## src/include/mmt_pkg.sv

```systemverilog
// register map, field positions, reset values and mode codes of the two-group timer
// assumes a 16-bit register port with word addresses and a single core clock
package mmt_pkg;

  // register port widths
  localparam int unsigned MMT_AW = 4;
  localparam int unsigned MMT_DW = 16;

  // register word addresses
  localparam logic [3:0] MMT_TA_CNT  = 4'h0;  // first group counter / reload
  localparam logic [3:0] MMT_TA_CTL  = 4'h1;  // first group control
  localparam logic [3:0] MMT_TB_CNT  = 4'h2;  // second group counter / reload
  localparam logic [3:0] MMT_TB_CTL  = 4'h3;  // second group control
  localparam logic [3:0] MMT_IRQ_STS = 4'h4;  // sticky status, read only
  localparam logic [3:0] MMT_IRQ_CLR = 4'h5;  // write one to clear, write only
  localparam logic [3:0] MMT_IRQ_EN  = 4'h6;  // interrupt enable

  // control field positions (both groups)
  localparam int unsigned MMT_CTL_START   = 0;
  localparam int unsigned MMT_CTL_MODE_LO = 1;
  localparam int unsigned MMT_CTL_MODE_HI = 2;
  localparam int unsigned MMT_CTL_REQ     = 3;
  localparam int unsigned MMT_CTL_UP      = 4;  // first group, event count direction
  localparam int unsigned MMT_CTL_MSEL_LO = 4;  // second group, measurement select
  localparam int unsigned MMT_CTL_MSEL_HI = 5;
  localparam int unsigned MMT_CTL_W       = 8;

  // status bit positions
  localparam int unsigned MMT_STS_TA = 0;
  localparam int unsigned MMT_STS_TB = 1;
  localparam int unsigned MMT_STS_W  = 2;

  // reset values
  localparam logic [15:0] MMT_CNT_RST = 16'h0000;
  localparam logic [7:0]  MMT_CTL_RST = 8'h00;
  localparam logic [1:0]  MMT_STS_RST = 2'h0;

  // values seen by a read that meets a reload
  localparam logic [15:0] MMT_ALL_ONES = 16'hffff;
  localparam logic [15:0] MMT_ALL_ZERO = 16'h0000;

  // first group operating modes
  typedef enum logic [1:0] {
    MMT_A_TIMER   = 2'b00,
    MMT_A_EVENT   = 2'b01,
    MMT_A_ONESHOT = 2'b10,
    MMT_A_PWM     = 2'b11
  } mmt_a_mode_t;

  // second group operating modes, code 11 is unused
  typedef enum logic [1:0] {
    MMT_B_TIMER = 2'b00,
    MMT_B_EVENT = 2'b01,
    MMT_B_MEAS  = 2'b10
  } mmt_b_mode_t;

  // measurement select codes
  localparam logic [1:0] MMT_MSEL_FALL = 2'b00;  // period, falling to falling
  localparam logic [1:0] MMT_MSEL_RISE = 2'b01;  // period, rising to rising

endpackage

```

## src/include/mmt_tb_if.sv

```systemverilog
// carrier between the register front end and the second group channel
// assumes both ends run on the same core clock
`timescale 1ns/100ps
`default_nettype none
interface mmt_tb_if;
  import mmt_pkg::*;
  logic              wr_cnt;      // counter register write strobe
  logic              wr_ctl;      // control register write strobe
  logic [15:0]       wdata;       // write data
  logic [15:0]       rd_val;      // value a counter read returns now
  logic [7:0]        ctl;         // control register readback
  logic              irq_set;     // one-cycle request event

  // front end side
  modport host (output wr_cnt, output wr_ctl, output wdata,
                input rd_val, input ctl, input irq_set);
  // channel side
  modport chan (input wr_cnt, input wr_ctl, input wdata,
                output rd_val, output ctl, output irq_set);
endinterface
`default_nettype wire

```

## src/rtl/mmt_tb_chan.sv

```systemverilog
// second group channel: timer, event counter and pulse period or width measurement
// assumes an asynchronous event pin and strobes from the front end on core_clk
`timescale 1ns/100ps
`default_nettype none
module mmt_tb_chan
  import mmt_pkg::*;
(
  input  wire logic core_clk,
  input  wire logic rst,
  input  wire logic evt_pin,
  mmt_tb_if.chan    bus
);

  logic        s1_q, s2_q, s3_q;     // pin synchroniser
  logic        lvl_q, lvl_d;         // accepted pin level
  logic [15:0] cnt_q, cnt_d;         // live counter
  logic [15:0] rld_q, rld_d;         // reload / measurement result
  logic [7:0]  ctl_q, ctl_d;         // control register
  logic        first_q, first_d;     // waiting for first measuring edge
  logic        set_q, set_d;         // request event towards status
  logic        ones_d;               // reload happens this cycle
  logic        rise, fall, eff;
  mmt_b_mode_t mode;

  // pin passes three flops; s1 feeds only s2
  always_ff @(posedge core_clk) begin
    if (rst) begin
      s1_q <= 1'b0;
      s2_q <= 1'b0;
      s3_q <= 1'b0;
    end else begin
      s1_q <= evt_pin;
      s2_q <= s1_q;
      s3_q <= s2_q;
    end
  end

  // next state of the channel
  always_comb begin
    lvl_d   = (s2_q == s3_q) ? s3_q : lvl_q;
    rise    = lvl_d & ~lvl_q;
    fall    = ~lvl_d & lvl_q;
    mode    = mmt_b_mode_t'(ctl_q[MMT_CTL_MODE_HI:MMT_CTL_MODE_LO]);
    // period modes take one edge, width takes both
    unique case (ctl_q[MMT_CTL_MSEL_HI:MMT_CTL_MSEL_LO])
      MMT_MSEL_FALL: eff = fall;
      MMT_MSEL_RISE: eff = rise;
      default:       eff = rise | fall;
    endcase
    cnt_d   = cnt_q;
    rld_d   = rld_q;
    ctl_d   = ctl_q;
    first_d = first_q;
    set_d   = 1'b0;
    ones_d  = 1'b0;
    if (ctl_q[MMT_CTL_START]) begin
      unique case (mode)
        MMT_B_TIMER, MMT_B_EVENT: begin
          // timer counts every clock, event counter on accepted edges
          if (mode == MMT_B_TIMER || eff) begin
            if (cnt_q == MMT_ALL_ZERO) begin
              cnt_d  = rld_q;
              set_d  = 1'b1;
              ones_d = 1'b1;
            end else begin
              cnt_d = cnt_q - 16'h0001;
            end
          end
        end
        MMT_B_MEAS: begin
          cnt_d = cnt_q + 16'h0001;
          if (eff) begin
            rld_d   = cnt_q;
            cnt_d   = MMT_ALL_ZERO;
            set_d   = ~first_q;
            first_d = 1'b0;
          end
        end
        default: cnt_d = cnt_q;  // unused code holds the counter
      endcase
    end
    if (bus.wr_cnt) begin
      rld_d = bus.wdata;
      if (!ctl_q[MMT_CTL_START]) begin
        cnt_d = bus.wdata;
      end
    end
    if (bus.wr_ctl) begin
      ctl_d = bus.wdata[7:0];
      // a fresh start arms the silent first edge
      if (bus.wdata[MMT_CTL_START] && !ctl_q[MMT_CTL_START]) begin
        first_d = 1'b1;
        // judge the mode being written, not the one it replaces
        cnt_d   = (mmt_b_mode_t'(bus.wdata[MMT_CTL_MODE_HI:MMT_CTL_MODE_LO]) == MMT_B_MEAS) ?
                  MMT_ALL_ZERO : cnt_d;
      end
      if (ctl_q[MMT_CTL_START] && mode == MMT_B_MEAS &&
          bus.wdata[MMT_CTL_MSEL_HI:MMT_CTL_MSEL_LO] !=
          ctl_q[MMT_CTL_MSEL_HI:MMT_CTL_MSEL_LO]) begin
        set_d = 1'b1;
      end
    end
    if (set_d) begin
      ctl_d[MMT_CTL_REQ] = 1'b1;
    end
  end

  // channel registers
  always_ff @(posedge core_clk) begin
    if (rst) begin
      lvl_q   <= 1'b0;
      cnt_q   <= MMT_CNT_RST;
      rld_q   <= MMT_CNT_RST;
      ctl_q   <= MMT_CTL_RST;
      first_q <= 1'b0;
      set_q   <= 1'b0;
    end else begin
      lvl_q   <= lvl_d;
      cnt_q   <= cnt_d;
      rld_q   <= rld_d;
      ctl_q   <= ctl_d;
      first_q <= first_d;
      set_q   <= set_d;
    end
  end

  assign bus.rd_val  = (mode == MMT_B_MEAS) ? rld_q : (ones_d ? MMT_ALL_ONES : cnt_q);
  assign bus.ctl     = ctl_q;
  assign bus.irq_set = set_q;

endmodule
`default_nettype wire

```

## src/rtl/mmt_top.sv

```systemverilog
// two-group multi-mode timer: first group channel, second group channel, interrupts
// assumes a one-cycle strobe register port on core_clk and asynchronous event pins
//
// Strobed register access and the placing of the registers were decided locally.
`timescale 1ns/100ps
`default_nettype none
module mmt_top
  import mmt_pkg::*;
(
  input  wire logic        core_clk,
  input  wire logic        rst,
  input  wire logic [3:0]  reg_addr,
  input  wire logic [15:0] reg_wdata,
  input  wire logic        reg_wr,
  input  wire logic        reg_rd,
  output logic      [15:0] reg_rdata,
  input  wire logic        ta_event_pin,
  input  wire logic        tb_event_pin,
  output logic             first_group_pulse_output,
  output logic             irq
);

  // register port decode
  logic        wr_ta_cnt, wr_ta_ctl, wr_tb_cnt, wr_tb_ctl, wr_clr, wr_en;

  // first group channel state
  logic        s1_q, s2_q, s3_q;         // event pin synchroniser
  logic        lvl_q, lvl_d;             // accepted event level
  logic        ev_edge;                  // accepted rising edge
  logic [15:0] cnt_q, cnt_d;             // live counter
  logic [15:0] rld_q, rld_d;             // reload register
  logic [7:0]  ctl_q, ctl_d;             // control register
  logic        run_q, run_d;             // one-shot in progress
  logic        out_q, out_d;             // pulse output level
  logic        set_a;                    // request event this cycle
  logic        rl_ones, rl_zero;         // reload happens this cycle
  logic        stop_a, go_a;             // start flag falling / rising by write
  mmt_a_mode_t mode, mode_new;

  // interrupt block
  logic [1:0]  sts_q, sts_d;             // sticky status
  logic [1:0]  en_q, en_d;               // enable mask
  logic        irq_d;
  logic [15:0] rdata_d;

  // second group channel carrier
  mmt_tb_if tb_bus ();

  // write strobes by address
  always_comb begin
    wr_ta_cnt = reg_wr && (reg_addr == MMT_TA_CNT);
    wr_ta_ctl = reg_wr && (reg_addr == MMT_TA_CTL);
    wr_tb_cnt = reg_wr && (reg_addr == MMT_TB_CNT);
    wr_tb_ctl = reg_wr && (reg_addr == MMT_TB_CTL);
    wr_clr    = reg_wr && (reg_addr == MMT_IRQ_CLR);
    wr_en     = reg_wr && (reg_addr == MMT_IRQ_EN);
  end

  assign tb_bus.wr_cnt = wr_tb_cnt;
  assign tb_bus.wr_ctl = wr_tb_ctl;
  assign tb_bus.wdata  = reg_wdata;

  // second group lives in its own module
  mmt_tb_chan u_tb (
    .core_clk (core_clk),
    .rst      (rst),
    .evt_pin  (tb_event_pin),
    .bus      (tb_bus)
  );

  // event pin: three flops, s1 feeds only s2
  always_ff @(posedge core_clk) begin
    if (rst) begin
      s1_q <= 1'b0;
      s2_q <= 1'b0;
      s3_q <= 1'b0;
    end else begin
      s1_q <= ta_event_pin;
      s2_q <= s1_q;
      s3_q <= s2_q;
    end
  end

  // next state of the first group channel
  always_comb begin
    // a level change counts once the second and third flops agree
    lvl_d    = (s2_q == s3_q) ? s3_q : lvl_q;
    ev_edge  = lvl_d & ~lvl_q;
    mode     = mmt_a_mode_t'(ctl_q[MMT_CTL_MODE_HI:MMT_CTL_MODE_LO]);
    mode_new = mmt_a_mode_t'(reg_wdata[MMT_CTL_MODE_HI:MMT_CTL_MODE_LO]);
    stop_a   = wr_ta_ctl && !reg_wdata[MMT_CTL_START] && ctl_q[MMT_CTL_START];
    go_a     = wr_ta_ctl && reg_wdata[MMT_CTL_START] && !ctl_q[MMT_CTL_START];
    cnt_d    = cnt_q;
    rld_d    = rld_q;
    ctl_d    = ctl_q;
    run_d    = run_q;
    out_d    = out_q;
    set_a    = 1'b0;
    rl_ones  = 1'b0;
    rl_zero  = 1'b0;
    if (ctl_q[MMT_CTL_START]) begin
      unique case (mode)
        MMT_A_TIMER: begin
          if (cnt_q == MMT_ALL_ZERO) begin
            cnt_d   = rld_q;
            set_a   = 1'b1;
            rl_ones = 1'b1;
          end else begin
            cnt_d = cnt_q - 16'h0001;
          end
        end
        MMT_A_EVENT: begin
          if (ev_edge) begin
            if (ctl_q[MMT_CTL_UP]) begin
              if (cnt_q == MMT_ALL_ONES) begin
                cnt_d   = rld_q;
                set_a   = 1'b1;
                rl_zero = 1'b1;
              end else begin
                cnt_d = cnt_q + 16'h0001;
              end
            end else if (cnt_q == MMT_ALL_ZERO) begin
              cnt_d   = rld_q;
              set_a   = 1'b1;
              rl_ones = 1'b1;
            end else begin
              cnt_d = cnt_q - 16'h0001;
            end
          end
        end
        MMT_A_ONESHOT: begin
          // output is high for the whole count, request at the end
          if (run_q) begin
            if (cnt_q == MMT_ALL_ZERO) begin
              cnt_d = rld_q;
              run_d = 1'b0;
              out_d = 1'b0;
              set_a = 1'b1;
            end else begin
              cnt_d = cnt_q - 16'h0001;
            end
          end
        end
        MMT_A_PWM: begin
          // high phase lasts the reload count, low phase its complement
          if (cnt_q == MMT_ALL_ZERO) begin
            if (out_q) begin
              out_d = 1'b0;
              cnt_d = ~rld_q;
              set_a = 1'b1;
            end else begin
              out_d = 1'b1;
              cnt_d = rld_q;
            end
          end else begin
            cnt_d = cnt_q - 16'h0001;
          end
        end
      endcase
    end
    if (wr_ta_cnt) begin
      rld_d = reg_wdata;
      if (!ctl_q[MMT_CTL_START]) begin
        cnt_d = reg_wdata;
      end
    end
    if (wr_ta_ctl) begin
      ctl_d = reg_wdata[7:0];
      // a start in one-shot or modulation begins a high phase from reload
      if (go_a && (mode_new == MMT_A_ONESHOT || mode_new == MMT_A_PWM)) begin
        cnt_d = rld_q;
        out_d = 1'b1;
        run_d = (mode_new == MMT_A_ONESHOT);
      end
      if (mode_new == MMT_A_ONESHOT &&
          (mode == MMT_A_TIMER || mode == MMT_A_EVENT)) begin
        set_a = 1'b1;
      end
      if (mode_new == MMT_A_PWM &&
          (mode == MMT_A_TIMER || mode == MMT_A_EVENT)) begin
        set_a = 1'b1;
      end
      if (stop_a && mode == MMT_A_ONESHOT && run_q) begin
        cnt_d = rld_q;
        run_d = 1'b0;
        out_d = 1'b0;
        set_a = 1'b1;
      end
      if (stop_a && mode == MMT_A_PWM) begin
        out_d = 1'b0;
        if (out_q) begin
          set_a = 1'b1;
        end
      end
    end
    if (set_a) begin
      ctl_d[MMT_CTL_REQ] = 1'b1;
    end
  end

  // first group registers
  always_ff @(posedge core_clk) begin
    if (rst) begin
      lvl_q <= 1'b0;
      cnt_q <= MMT_CNT_RST;
      rld_q <= MMT_CNT_RST;
      ctl_q <= MMT_CTL_RST;
      run_q <= 1'b0;
      out_q <= 1'b0;
    end else begin
      lvl_q <= lvl_d;
      cnt_q <= cnt_d;
      rld_q <= rld_d;
      ctl_q <= ctl_d;
      run_q <= run_d;
      out_q <= out_d;
    end
  end

  // interrupt status, enable, output and read data
  always_comb begin
    // events set, write-one clears; a set in the same cycle wins
    sts_d = sts_q;
    if (wr_clr) begin
      sts_d = sts_q & ~reg_wdata[MMT_STS_W-1:0];
    end
    sts_d[MMT_STS_TA] = sts_d[MMT_STS_TA] | set_a;
    sts_d[MMT_STS_TB] = sts_d[MMT_STS_TB] | tb_bus.irq_set;
    en_d  = wr_en ? reg_wdata[MMT_STS_W-1:0] : en_q;
    irq_d = |(sts_d & en_d);
    rdata_d = MMT_ALL_ZERO;
    if (reg_rd) begin
      unique case (reg_addr)
        MMT_TA_CNT: begin
          // the read meeting a reload sees the reload marker, not the count
          if (rl_ones) begin
            rdata_d = MMT_ALL_ONES;
          end else if (rl_zero) begin
            rdata_d = MMT_ALL_ZERO;
          end else begin
            rdata_d = cnt_q;
          end
        end
        MMT_TA_CTL:  rdata_d = {8'h00, ctl_q};
        MMT_TB_CNT:  rdata_d = tb_bus.rd_val;
        MMT_TB_CTL:  rdata_d = {8'h00, tb_bus.ctl};
        MMT_IRQ_STS: rdata_d = {14'h0000, sts_q};
        MMT_IRQ_EN:  rdata_d = {14'h0000, en_q};
        default:     rdata_d = MMT_ALL_ZERO;  // unmapped and write-only read zero
      endcase
    end
  end

  // interrupt and port registers
  always_ff @(posedge core_clk) begin
    if (rst) begin
      sts_q     <= MMT_STS_RST;
      en_q      <= MMT_STS_RST;
      irq       <= 1'b0;
      reg_rdata <= MMT_ALL_ZERO;
    end else begin
      sts_q     <= sts_d;
      en_q      <= en_d;
      irq       <= irq_d;
      reg_rdata <= rdata_d;
    end
  end

  // pulse pin comes straight from its flop
  assign first_group_pulse_output = out_q;

endmodule
`default_nettype wire

```

## config.mk

```make
export PLATFORM = sky130hd
export DESIGN_NAME = mmt_top
export DESIGN_NICKNAME = d
export VERILOG_FILES = /design/src/include/mmt_pkg.sv /design/src/include/mmt_tb_if.sv /design/src/rtl/mmt_tb_chan.sv /design/src/rtl/mmt_top.sv
export SDC_FILE = /design/constraint.sdc
export NUM_CORES = 1
export LEC_CHECK = 0
export ABC_AREA = 1
export BUFFER_PORTS_ARGS = -buffer_cell sky130_fd_sc_hd__buf_4
export CAP_MARGIN = 5
export CORE_ASPECT_RATIO = 1.2
export CORE_MARGIN = 5
export CORE_UTILIZATION = 40
export CTS_CLUSTER_SIZE = 30
export DETAILED_ROUTE_END_ITERATION = 12
export GPL_TIMING_DRIVEN = 0
export PLACE_DENSITY = 0.61
export SYNTH_ARGS = -nofsm -noshare
export SYNTH_HDL_FRONTEND = slang
export SYNTH_SLANG_ARGS = --single-unit
```

## constraint.sdc

```tcl
create_clock -name core_clk -period 5.1 [get_ports core_clk]
set_input_delay 0.51 -clock core_clk [delete_from_list [all_inputs] [get_ports core_clk]]
set_output_delay 0.51 -clock core_clk [all_outputs]
set_load 0.01 [all_outputs]
```

==> results.yml, run 1 <==
worst_setup_path:
  start_kind: "register"
  cpMostUsedCell: "nand2_1"
  crit_buf_inv: 3
  crit_chain: "nand2_1, nand2_1, o21a_1, ha_1, inv_1, o21ai_0, inv_1, nor2_1, buf_2, nand3_1, nand2_1, nand2_1, a21oi_1"
  worstPathMaxFanout: 10
  cpPeakStageDelay_ns: 0.50
  crit_type: "register to register"
  crit_family: "simple AND/OR/NAND/NOR gates"
  critPathCaptureType: "register"
  cp.arrival_ns: 3.17
  cp.required_ns: 5.46
  cp_slowest_cell: "nor2_1"
yosys:
  synth_edf_count: 0
  synth_top_area_share_pct: 25.47
  ys_seq_elements: 113
  syn_area_per_cell_um2: 5.968
  synth-main-ff-cell: "dfxtp_1"
  synthArstFlopShare_pct: 0
  synth_cells: 1488
  synth_cell_types: 52
  yosys.area.top_type: "dfxtp_1"
  synth-seq-area-share_pct: 25.47
  synth_area_um2: 8881
  syn_nets: 1521
  ys_warn_count: 0
  synth.area.top_cells: "dfxtp_1 25%, nand2_1 18%, a21oi_1 9.4%, o21ai_0 8.5%, nor2_1 6.3%"
die:
  boundaryPins: 44
  dieArea_um2: 25290
  dieHeight_um: 173.2
  fp.dieW_um: 146.0
  row_count: 59
  core-area_um2: 21780
  start_util_pct: 40.78
timing:
  rsz0062_at_grt: "false"
  setup_viol: 0
  finalWorstSetupSlack_ns: 2.282
  fin_crit_sh_pct: 55.26
  fin_crit_ns: 2.818
  hold_violations: 0
  worstMarginPinSlew_ns: 0.8563
  tns_ns: 0
  slew_viol_final: 0
  fmax_mhz: 354.9
  fin_worst_skew_ns: 0.008948
  slew_headroom_pct: 42.31
clock_network:
  clk_pin_slew_worst_paths_ns: 0.06
  hold_buffers: 0
  clk_latency_ns: 0.43
  clk_path_buf_depth: 2
  cts-root-buf: "clkbuf_16"
  ctsResizeCount: 0
  post_cts_buffers: 0
  cts_tree: "done"
  clkSinkCount: 113
  cts-htree-levels: 4
  cts_buffers: 17
run:
  drv_cap: 0
drt:
  wl_mm: 34.20
  viasPerCell: 5.481
  first_pass_iters: 6
  drc: 0
  ant_nets: 0
  routedWlPerCell_um: 18.63
  drt-initial-drc-count: 891
  vias: 10064
place:
  hpwl_mm: 26.91
  place.gp.congestion: 1.011
  numPortBuffers: 42
  post-place-ws_ns: 2.262
  dp.cells: 1804
power_and_ir_drop:
  power_density_nw_per_um2: 280.8
  leakage_nw: 4.172
  combPwrFrac_pct: 24.8
  switching_power_mw: 0.9790
  sw_frac_of_total_pct: 34.41
  p_int_mw: 1.866
  finalPower_mw: 2.845
  clkPwrFrac_pct: 42.7
  vdd_ir_drop_max_mv: 0.2008
  seqPwrFrac_pct: 32.5
final_layout:
  drive_above_1_share_pct: 10.82
  fin_cells: 1836
  areaGrowthSynthToFinish_pct: 14.12
  antennaDiodeCount: 0
  final_net_count: 1582
grt:
  grt_usage_pct: 26.67
  grt_pass1_vias: 9933
  grt_max_degree: 17
  antenna_found_initial: 0
  grt_first_pass_wirelength_mm: 54.05
  grt_overflow: 0
min_path:
  hold_path.class: "primary input to register"
outcome:
  outcome: "completed"
==> stage by stage <==
step	hold WS, ns	utilization, %	area (um2)
final	0.2901	46.54	10130
after global routing	0.3191	46.54	10130
after CTS	0.2879	46.54	10130
after detailed placement	0.3963	43.80	9539
after global placement	0.3911	43.80	9539
after floorplan	0.3883	-	8881
==> registers in the layout, indices dropped and copies added (netlist names), 2 cells and up <==
register,flops
u_tb.rld_q,16
cnt_q,16
en_q,2
ctl_q,8
sts_q,2
rld_q,16
u_tb.cnt_q,16
reg_rdata,16
u_tb.bus.ctl,8
==> cell families (layout without fill, tap and decap cells) <==
kind of cell	after synthesis	count (layout)	share of synthesized area, %
AND/OR/NAND/NOR	724	724	35.47
AO/OA/AOI/OAI	400	400	24.01
buffers and inverters	206	280	10.30
flip-flops	113	113	25.47
XOR/XNOR	37	37	3.649
adder cells (fa/ha/maj)	7	7	0.9861
multiplexers	1	1	0.1127
==> final timing paths <==
path,from,endpoint,slack (ns),cells after the start
max,u_tb.lvl_q$_SDFF_PP0_,u_tb.cnt_q[11]$_SDFF_PP0_,2.28,13
min,ta_event_pin,s1_q$_SDFF_PP0_,0.29,3
max reg2reg,u_tb.lvl_q$_SDFF_PP0_,u_tb.cnt_q[11]$_SDFF_PP0_,2.28,13
min reg2reg,u_tb.s1_q$_SDFF_PP0_,u_tb.s2_q$_SDFF_PP0_,0.40,2
==> per-layer routing <==
metal  wire length (um)  vias up  share of wire (%)  GRT usage (%)
met3               1850       87                5.4          3.923
met1              13960     4554                 41          31.21
met5                  0        -                  0              0
met2              16750      378                 49          46.93
met4               1640        0                4.8          14.16
li1                   -     5045                  -              -
==> area by class of cell <==
type                            instances  area [um2]
Sequential cell                       113        2262
Fill cell                            2369       11640
Multi-Input combinational cell       1169        5704
Clock buffer                           18       439.2
Timing Repair Buffer                   42       315.3
Buffer                                 84       451.7
Tap cell                              274       342.8
Inverter                              122       462.9
Clock inverter                         14       156.4
==> synthesized netlist by cell type, drive strengths merged (4+ instances only) <==
cell / instances
nand2: 431
o21ai: 181
nor2: 171
a21oi: 169
inv: 120
dfxtp: 113
nand3: 85
clkbuf: 53
xor2: 32
buf: 29
a31oi: 24
nand4: 21
o211ai: 14
ha: 7
nor3: 7
or2: 5
xnor2: 5
o22ai: 4
==> worst min-delay path: cells and delay by family <==
family	cells	cell delay, ns
buf+inv	2	0.11
simple gates	1	0.06
==> power by group through the flow <==
stage,clock network [mW],registers (mW),logic [mW]
detailed placement,0,0.943,0.688
global placement,0,0.944,0.684
global route,1.27,0.926,0.786
finish,1.22,0.925,0.705
CTS,1.22,0.924,0.691
floorplan,0,0.936,0.504
==> cell usage in the layout (no fill, tap or decap), drive strengths merged, types with 4 or more instances in the layout <==
master and instances:
o22ai 4, a31oi 24, nand4 21, clkinvlp 4, or2 5, xor2 32
clkbuf 71, nand2 431, buf 71, a21oi 169, o211ai 14, inv 123
dfxtp 113, xnor2 5, ha 7, nand3 85, nor3 7, clkinv 7
nor2 171, o21ai 181
Note: power is estimated with default switching activity, not from simulation.
==> run 2, diff against run 1 <==
clock period = 2.6 ns   (was 5.1 ns; I/O delays follow)
==> results.yml, run 2 (synthesis results as in run 1) <==
worst_setup_path:
  critPathCaptureType: "register"
  r2r_setup_slack_ns: 0.13
  endpoint: "cnt_q[15]$_SDFF_PP0_"
  crit_type: "register to register"
  worstPathMaxFanout: 9
  cp-startpoint: "cnt_q[0]$_SDFF_PP0_"
  cp.arrival_ns: 2.83
  r2r_end: "cnt_q[15]$_SDFF_PP0_"
  cp.required_ns: 2.96
  worstRegToRegCells: 15
  reg2reg_from: "cnt_q[0]$_SDFF_PP0_"
  start_kind: "register"
timing:
  fmax_mhz: 404.6
  fin_crit_ns: 2.472
  slew_viol_final: 0
  rsz0062_at_grt: "false"
  slew_headroom_pct: 42.72
  worstMarginPinSlew_ns: 0.8502
  hold_violations: 0
  tns_ns: 0
  finalWorstSetupSlack_ns: 0.1285
  fin_crit_sh_pct: 95.06
  setup_viol: 0
  fin_worst_skew_ns: 0.009538
place:
  post-place-ws_ns: -0.2375
  hpwl_mm: 26.91
  place.gp.congestion: 1.011
  numPortBuffers: 42
power_and_ir_drop:
  seqPwrFrac_pct: 32.4
  combPwrFrac_pct: 25.2
  leakage_nw: 4.189
  sw_frac_of_total_pct: 34.46
  clkPwrFrac_pct: 42.5
  power_density_nw_per_um2: 550.0
  p_int_mw: 3.673
  switching_power_mw: 1.932
  vdd_ir_drop_max_mv: 0.3898
clock_network:
  cts-root-buf: "clkbuf_16"
  cts-htree-levels: 4
  cts_tree: "done"
  hold_buffers: 0
  clkSinkCount: 113
  clk_path_buf_depth: 2
  cts_buffers: 17
  clk_pin_slew_worst_paths_ns: 0.06
  clk_latency_ns: 0.43
drt:
  wl_mm: 34.32
  drt-initial-drc-count: 1005
  vias: 10157
  drc: 0
  routedWlPerCell_um: 18.68
  first_pass_iters: 5
  viasPerCell: 5.529
  ant_nets: 0
grt:
  grt_max_degree: 17
  antenna_found_initial: 0
  grt_first_pass_wirelength_mm: 54.05
  grt_overflow: 0
  grt_pass1_vias: 9933
  grt_usage_pct: 26.67
final_layout:
  final_net_count: 1583
  antennaDiodeCount: 0
  final_common_cell: "nand2_1"
  drive_above_1_share_pct: 11.52
  areaGrowthSynthToFinish_pct: 14.75
  final_cell_mix: "423 x nand2_1, 166 x a21oi_1, 150 x o21ai_0"
die:
  dieHeight_um: 173.2
  boundaryPins: 44
  core-area_um2: 21780
  fp.dieW_um: 146.0
  start_util_pct: 40.78
  dieArea_um2: 25290
  row_count: 59
run:
  drv_cap: 0
min_path:
  hold_path.class: "primary input to register"
outcome:
  outcome: "completed"
## run 2: changes by cell type in the layout (fill, tap and decap cells not counted), sizes merged
cell,previous run,this run
clkbuf,71,70
buf,71,73
## run 2: critical path: stages, from the launching register on
cell and delay (ns):
dfxtp_1 0.31, buf_2 0.19, inv_2 0.15, ha_2 0.24
nand3_4 0.15, nor2_2 0.31, nand4_1 0.27, nand3_1 0.17
nand2_1 0.10, nand2_1 0.07, nand2_1 0.06, nand2_1 0.05
nand2_1 0.05, nand2_1 0.06, nand2_1 0.09, a21oi_1 0.13
## run 2: how the worst min path moves through the flow
stage | startpoint | end | slack [ns] | cells after the start
floorplan | ta_event_pin | s1_q$_SDFF_PP0_ | 0.37 | 2
global placement | u_tb.s1_q$_SDFF_PP0_ | u_tb.s2_q$_SDFF_PP0_ | 0.39 | 2
detailed placement | u_tb.s1_q$_SDFF_PP0_ | u_tb.s2_q$_SDFF_PP0_ | 0.40 | 2
CTS | ta_event_pin | s1_q$_SDFF_PP0_ | 0.04 | 3
global route | ta_event_pin | s1_q$_SDFF_PP0_ | 0.07 | 3
finish | ta_event_pin | s1_q$_SDFF_PP0_ | 0.04 | 3
## run 2: per-layer routing
layer / share of wire, % / vias up / GRT usage (%)
met5: 0 / - / 0
met3: 6.0 / 86 / 3.923
met1: 40 / 4618 / 31.21
met4: 4.8 / 0 / 14.16
li1: - / 5034 / -
met2: 49 / 419 / 46.93
## run 2: cell type report
| class | instances | area (um2) |
|---|---|---|
| inverter | 122 | 462.9 |
| buffer | 83 | 449.2 |
| fill | 2354 | 11590 |
| clock inverter | 14 | 156.4 |
| timing repair buffer | 44 | 330.3 |
| tap | 274 | 342.8 |
| clock buffer | 18 | 439.2 |
| multi-input combinational | 1169 | 5747 |
| sequential | 113 | 2263 |
## run 2: what timing repair did
item                       CTS  global route
hold endpoints to repair     0             0
pin swaps                    0             2
setup buffers                0             2
setup endpoints to repair   10            42
gates resized for setup      2            13
## run 2: power groups by stage
stage | registers, mW | clock network [mW] | logic, mW
detailed placement | 1.85 | 0 | 1.35
global placement | 1.85 | 0 | 1.34
global route | 1.82 | 2.49 | 1.56
CTS | 1.81 | 2.40 | 1.36
finish | 1.81 | 2.38 | 1.41
floorplan | 1.84 | 0 | 0.988
## run 2: stage by stage
step | power, mW | utilization (%) | hold WS [ns] | instances | area (um2)
floorplan | 2.825 | - | 0.3670 | 1488 | 8881
global placement | 3.192 | 43.80 | 0.3911 | 1804 | 9539
detailed placement | 3.199 | 43.80 | 0.3963 | 1804 | 9539
CTS | 5.565 | 46.55 | 0.03790 | 1836 | 10140
global route | 5.875 | 46.80 | 0.06914 | 1837 | 10190
finish | 5.605 | 46.80 | 0.04214 | 1837 | 10190
==> run 3, diff against run 2 <==
ABC_CLOCK_PERIOD_IN_PS = 2600   (was default)
HOLD_SLACK_MARGIN = 0.08   (was default)
==> results.yml, run 3 (synthesis results as in run 1) <==
power_and_ir_drop:
  power_density_nw_per_um2: 549.2
  leakage_nw: 4.197
  vdd_ir_drop_max_mv: 0.3950
  finalPower_mw: 5.608
drt:
  wirelength_met1_mm: 13.86
  viasPerCell: 5.519
  routedWlPerCell_um: 18.67
  ant_nets: 0
  first_pass_iters: 7
  vias: 10150
  drc: 0
  wl_met3_mm: 1.959
  wl_met2_mm: 16.88
  drt-initial-drc-count: 891
  wl_mm: 34.34
  topRoutingLayerUsed: "met4"
timing:
  fin_crit_sh_pct: 95.09
  finalWorstSetupSlack_ns: 0.1276
  fin_worst_skew_ns: 0.008457
  fin_crit_ns: 2.472
  fmax_mhz: 404.5
  rsz0062_at_grt: "false"
  slew_headroom_pct: 43.46
  setup_viol: 0
  worstMarginPinSlew_ns: 0.8392
  slew_viol_final: 0
  hold_violations: 0
  holdWs_ns: 0.1423
  tns_ns: 0
place:
  post-place-ws_ns: -0.2375
  numPortBuffers: 42
  place_area_um2: 9539
  dp.cells: 1804
  place.gp.congestion: 1.011
  hpwl_mm: 26.91
min_path:
  hold_path.class: "primary input to register"
  min_from: "reg_wdata[13]"
grt:
  grt_pass1_vias: 9948
  grt_usage_pct: 26.69
  grt_overflow: 0
  grt_max_degree: 17
  grt_first_pass_wirelength_mm: 54.10
  antenna_found_initial: 0
final_layout:
  areaGrowthSynthToFinish_pct: 14.98
  fin_util_pct: 46.89
  final_net_count: 1585
  drive_above_1_share_pct: 11.50
  final_cell_mix: "423 x nand2_1, 166 x a21oi_1, 150 x o21ai_0"
  final_cell_area_um2: 10210
  antennaDiodeCount: 0
  fin_cells: 1839
  final_common_cell: "nand2_1"
die:
  boundaryPins: 44
  start_util_pct: 40.78
  fp.dieW_um: 146.0
  core-area_um2: 21780
  dieHeight_um: 173.2
  row_count: 59
  dieArea_um2: 25290
worst_setup_path:
  crit_type: "register to register"
  worstPathMaxFanout: 9
  start_kind: "register"
  cp.required_ns: 2.96
  cp.arrival_ns: 2.83
  cp-startpoint: "cnt_q[0]$_SDFF_PP0_"
  critPathCaptureType: "register"
  cpPeakStageDelay_ns: 0.31
  reg2reg_from: "cnt_q[0]$_SDFF_PP0_"
  crit_chain: "buf_2, inv_2, ha_2, nand3_4, nor2_2, nand4_1, nand3_1, nand2_1, nand2_1, nand2_1, nand2_1, nand2_1, nand2_1, nand2_1, a21oi_1"
  cpMostUsedCell: "nand2_1"
  cp_slowest_cell: "dfxtp_1"
clock_network:
  clk_pin_slew_worst_paths_ns: 0.06
  cts_tree: "done"
  cts-root-buf: "clkbuf_16"
  clk_path_buf_depth: 2
  cts-htree-levels: 4
  clkSinkCount: 113
  cts_buffers: 17
  clk_latency_ns: 0.43
run:
  drv_cap: 0
outcome:
  outcome: "completed"
## run 3: cell types whose count changed in the layout (fill, tap and decap cells not counted)
cell           change
dlygate4sd3_1      +2
## run 3: what timing repair did
| action | 4_1_cts | 5_1_grt |
|---|---|---|
| gates resized for setup | 2 | 13 |
| endpoints found under the hold margin | 2 | 0 |
| pin swaps | 0 | 2 |
| hold buffers | 2 | 0 |
| buffers inserted | 0 | 2 |
| endpoints found under the setup margin | 10 | 42 |
## run 3: critical path: cells and delay by family, from the launching register on
family	cells	cell delay, ns
adder cells (fa/ha/maj)	1	0.24
AND/OR/NAND/NOR	11	1.38
buffers and inverters	2	0.34
AO/OA/AOI/OAI	1	0.13
flip-flops	1	0.31
## run 3: report_power, final
group	leakage (nW)	switching, mW	internal (mW)
Combinational	3.00	0.952	0.455
Sequential	0.915	0.0412	1.77
Clock	0.280	0.941	1.45
Total	4.20	1.93	3.67
## run 3: final timing paths
| path | slack (ns) | to | cells after the start |
|---|---|---|---|
| max | 0.13 | cnt_q[15]$_SDFF_PP0_ | 15 |
| min | 0.14 | u_tb.rld_q[13]$_SDFFE_PP0P_ | 3 |
| max reg2reg | 0.13 | cnt_q[15]$_SDFF_PP0_ | 15 |
| min reg2reg | 0.39 | u_tb.s2_q$_SDFF_PP0_ | 2 |
## run 3: cell type report
cell class	count	area, um2
tap	274	342.8
clock inverter	14	156.4
timing repair buffer	46	350.3
inverter	122	462.9
buffer	83	449.2
sequential	113	2263
multi-input combinational	1169	5747
fill	2352	11570
clock buffer	18	439.2
## run 3: routing by layer
metal / vias to the layer above / track usage, %
li1: 5035 / -
met1: 4612 / 31.21
met2: 411 / 47.00
met3: 92 / 3.923
met4: 0 / 14.16
met5: - / 0
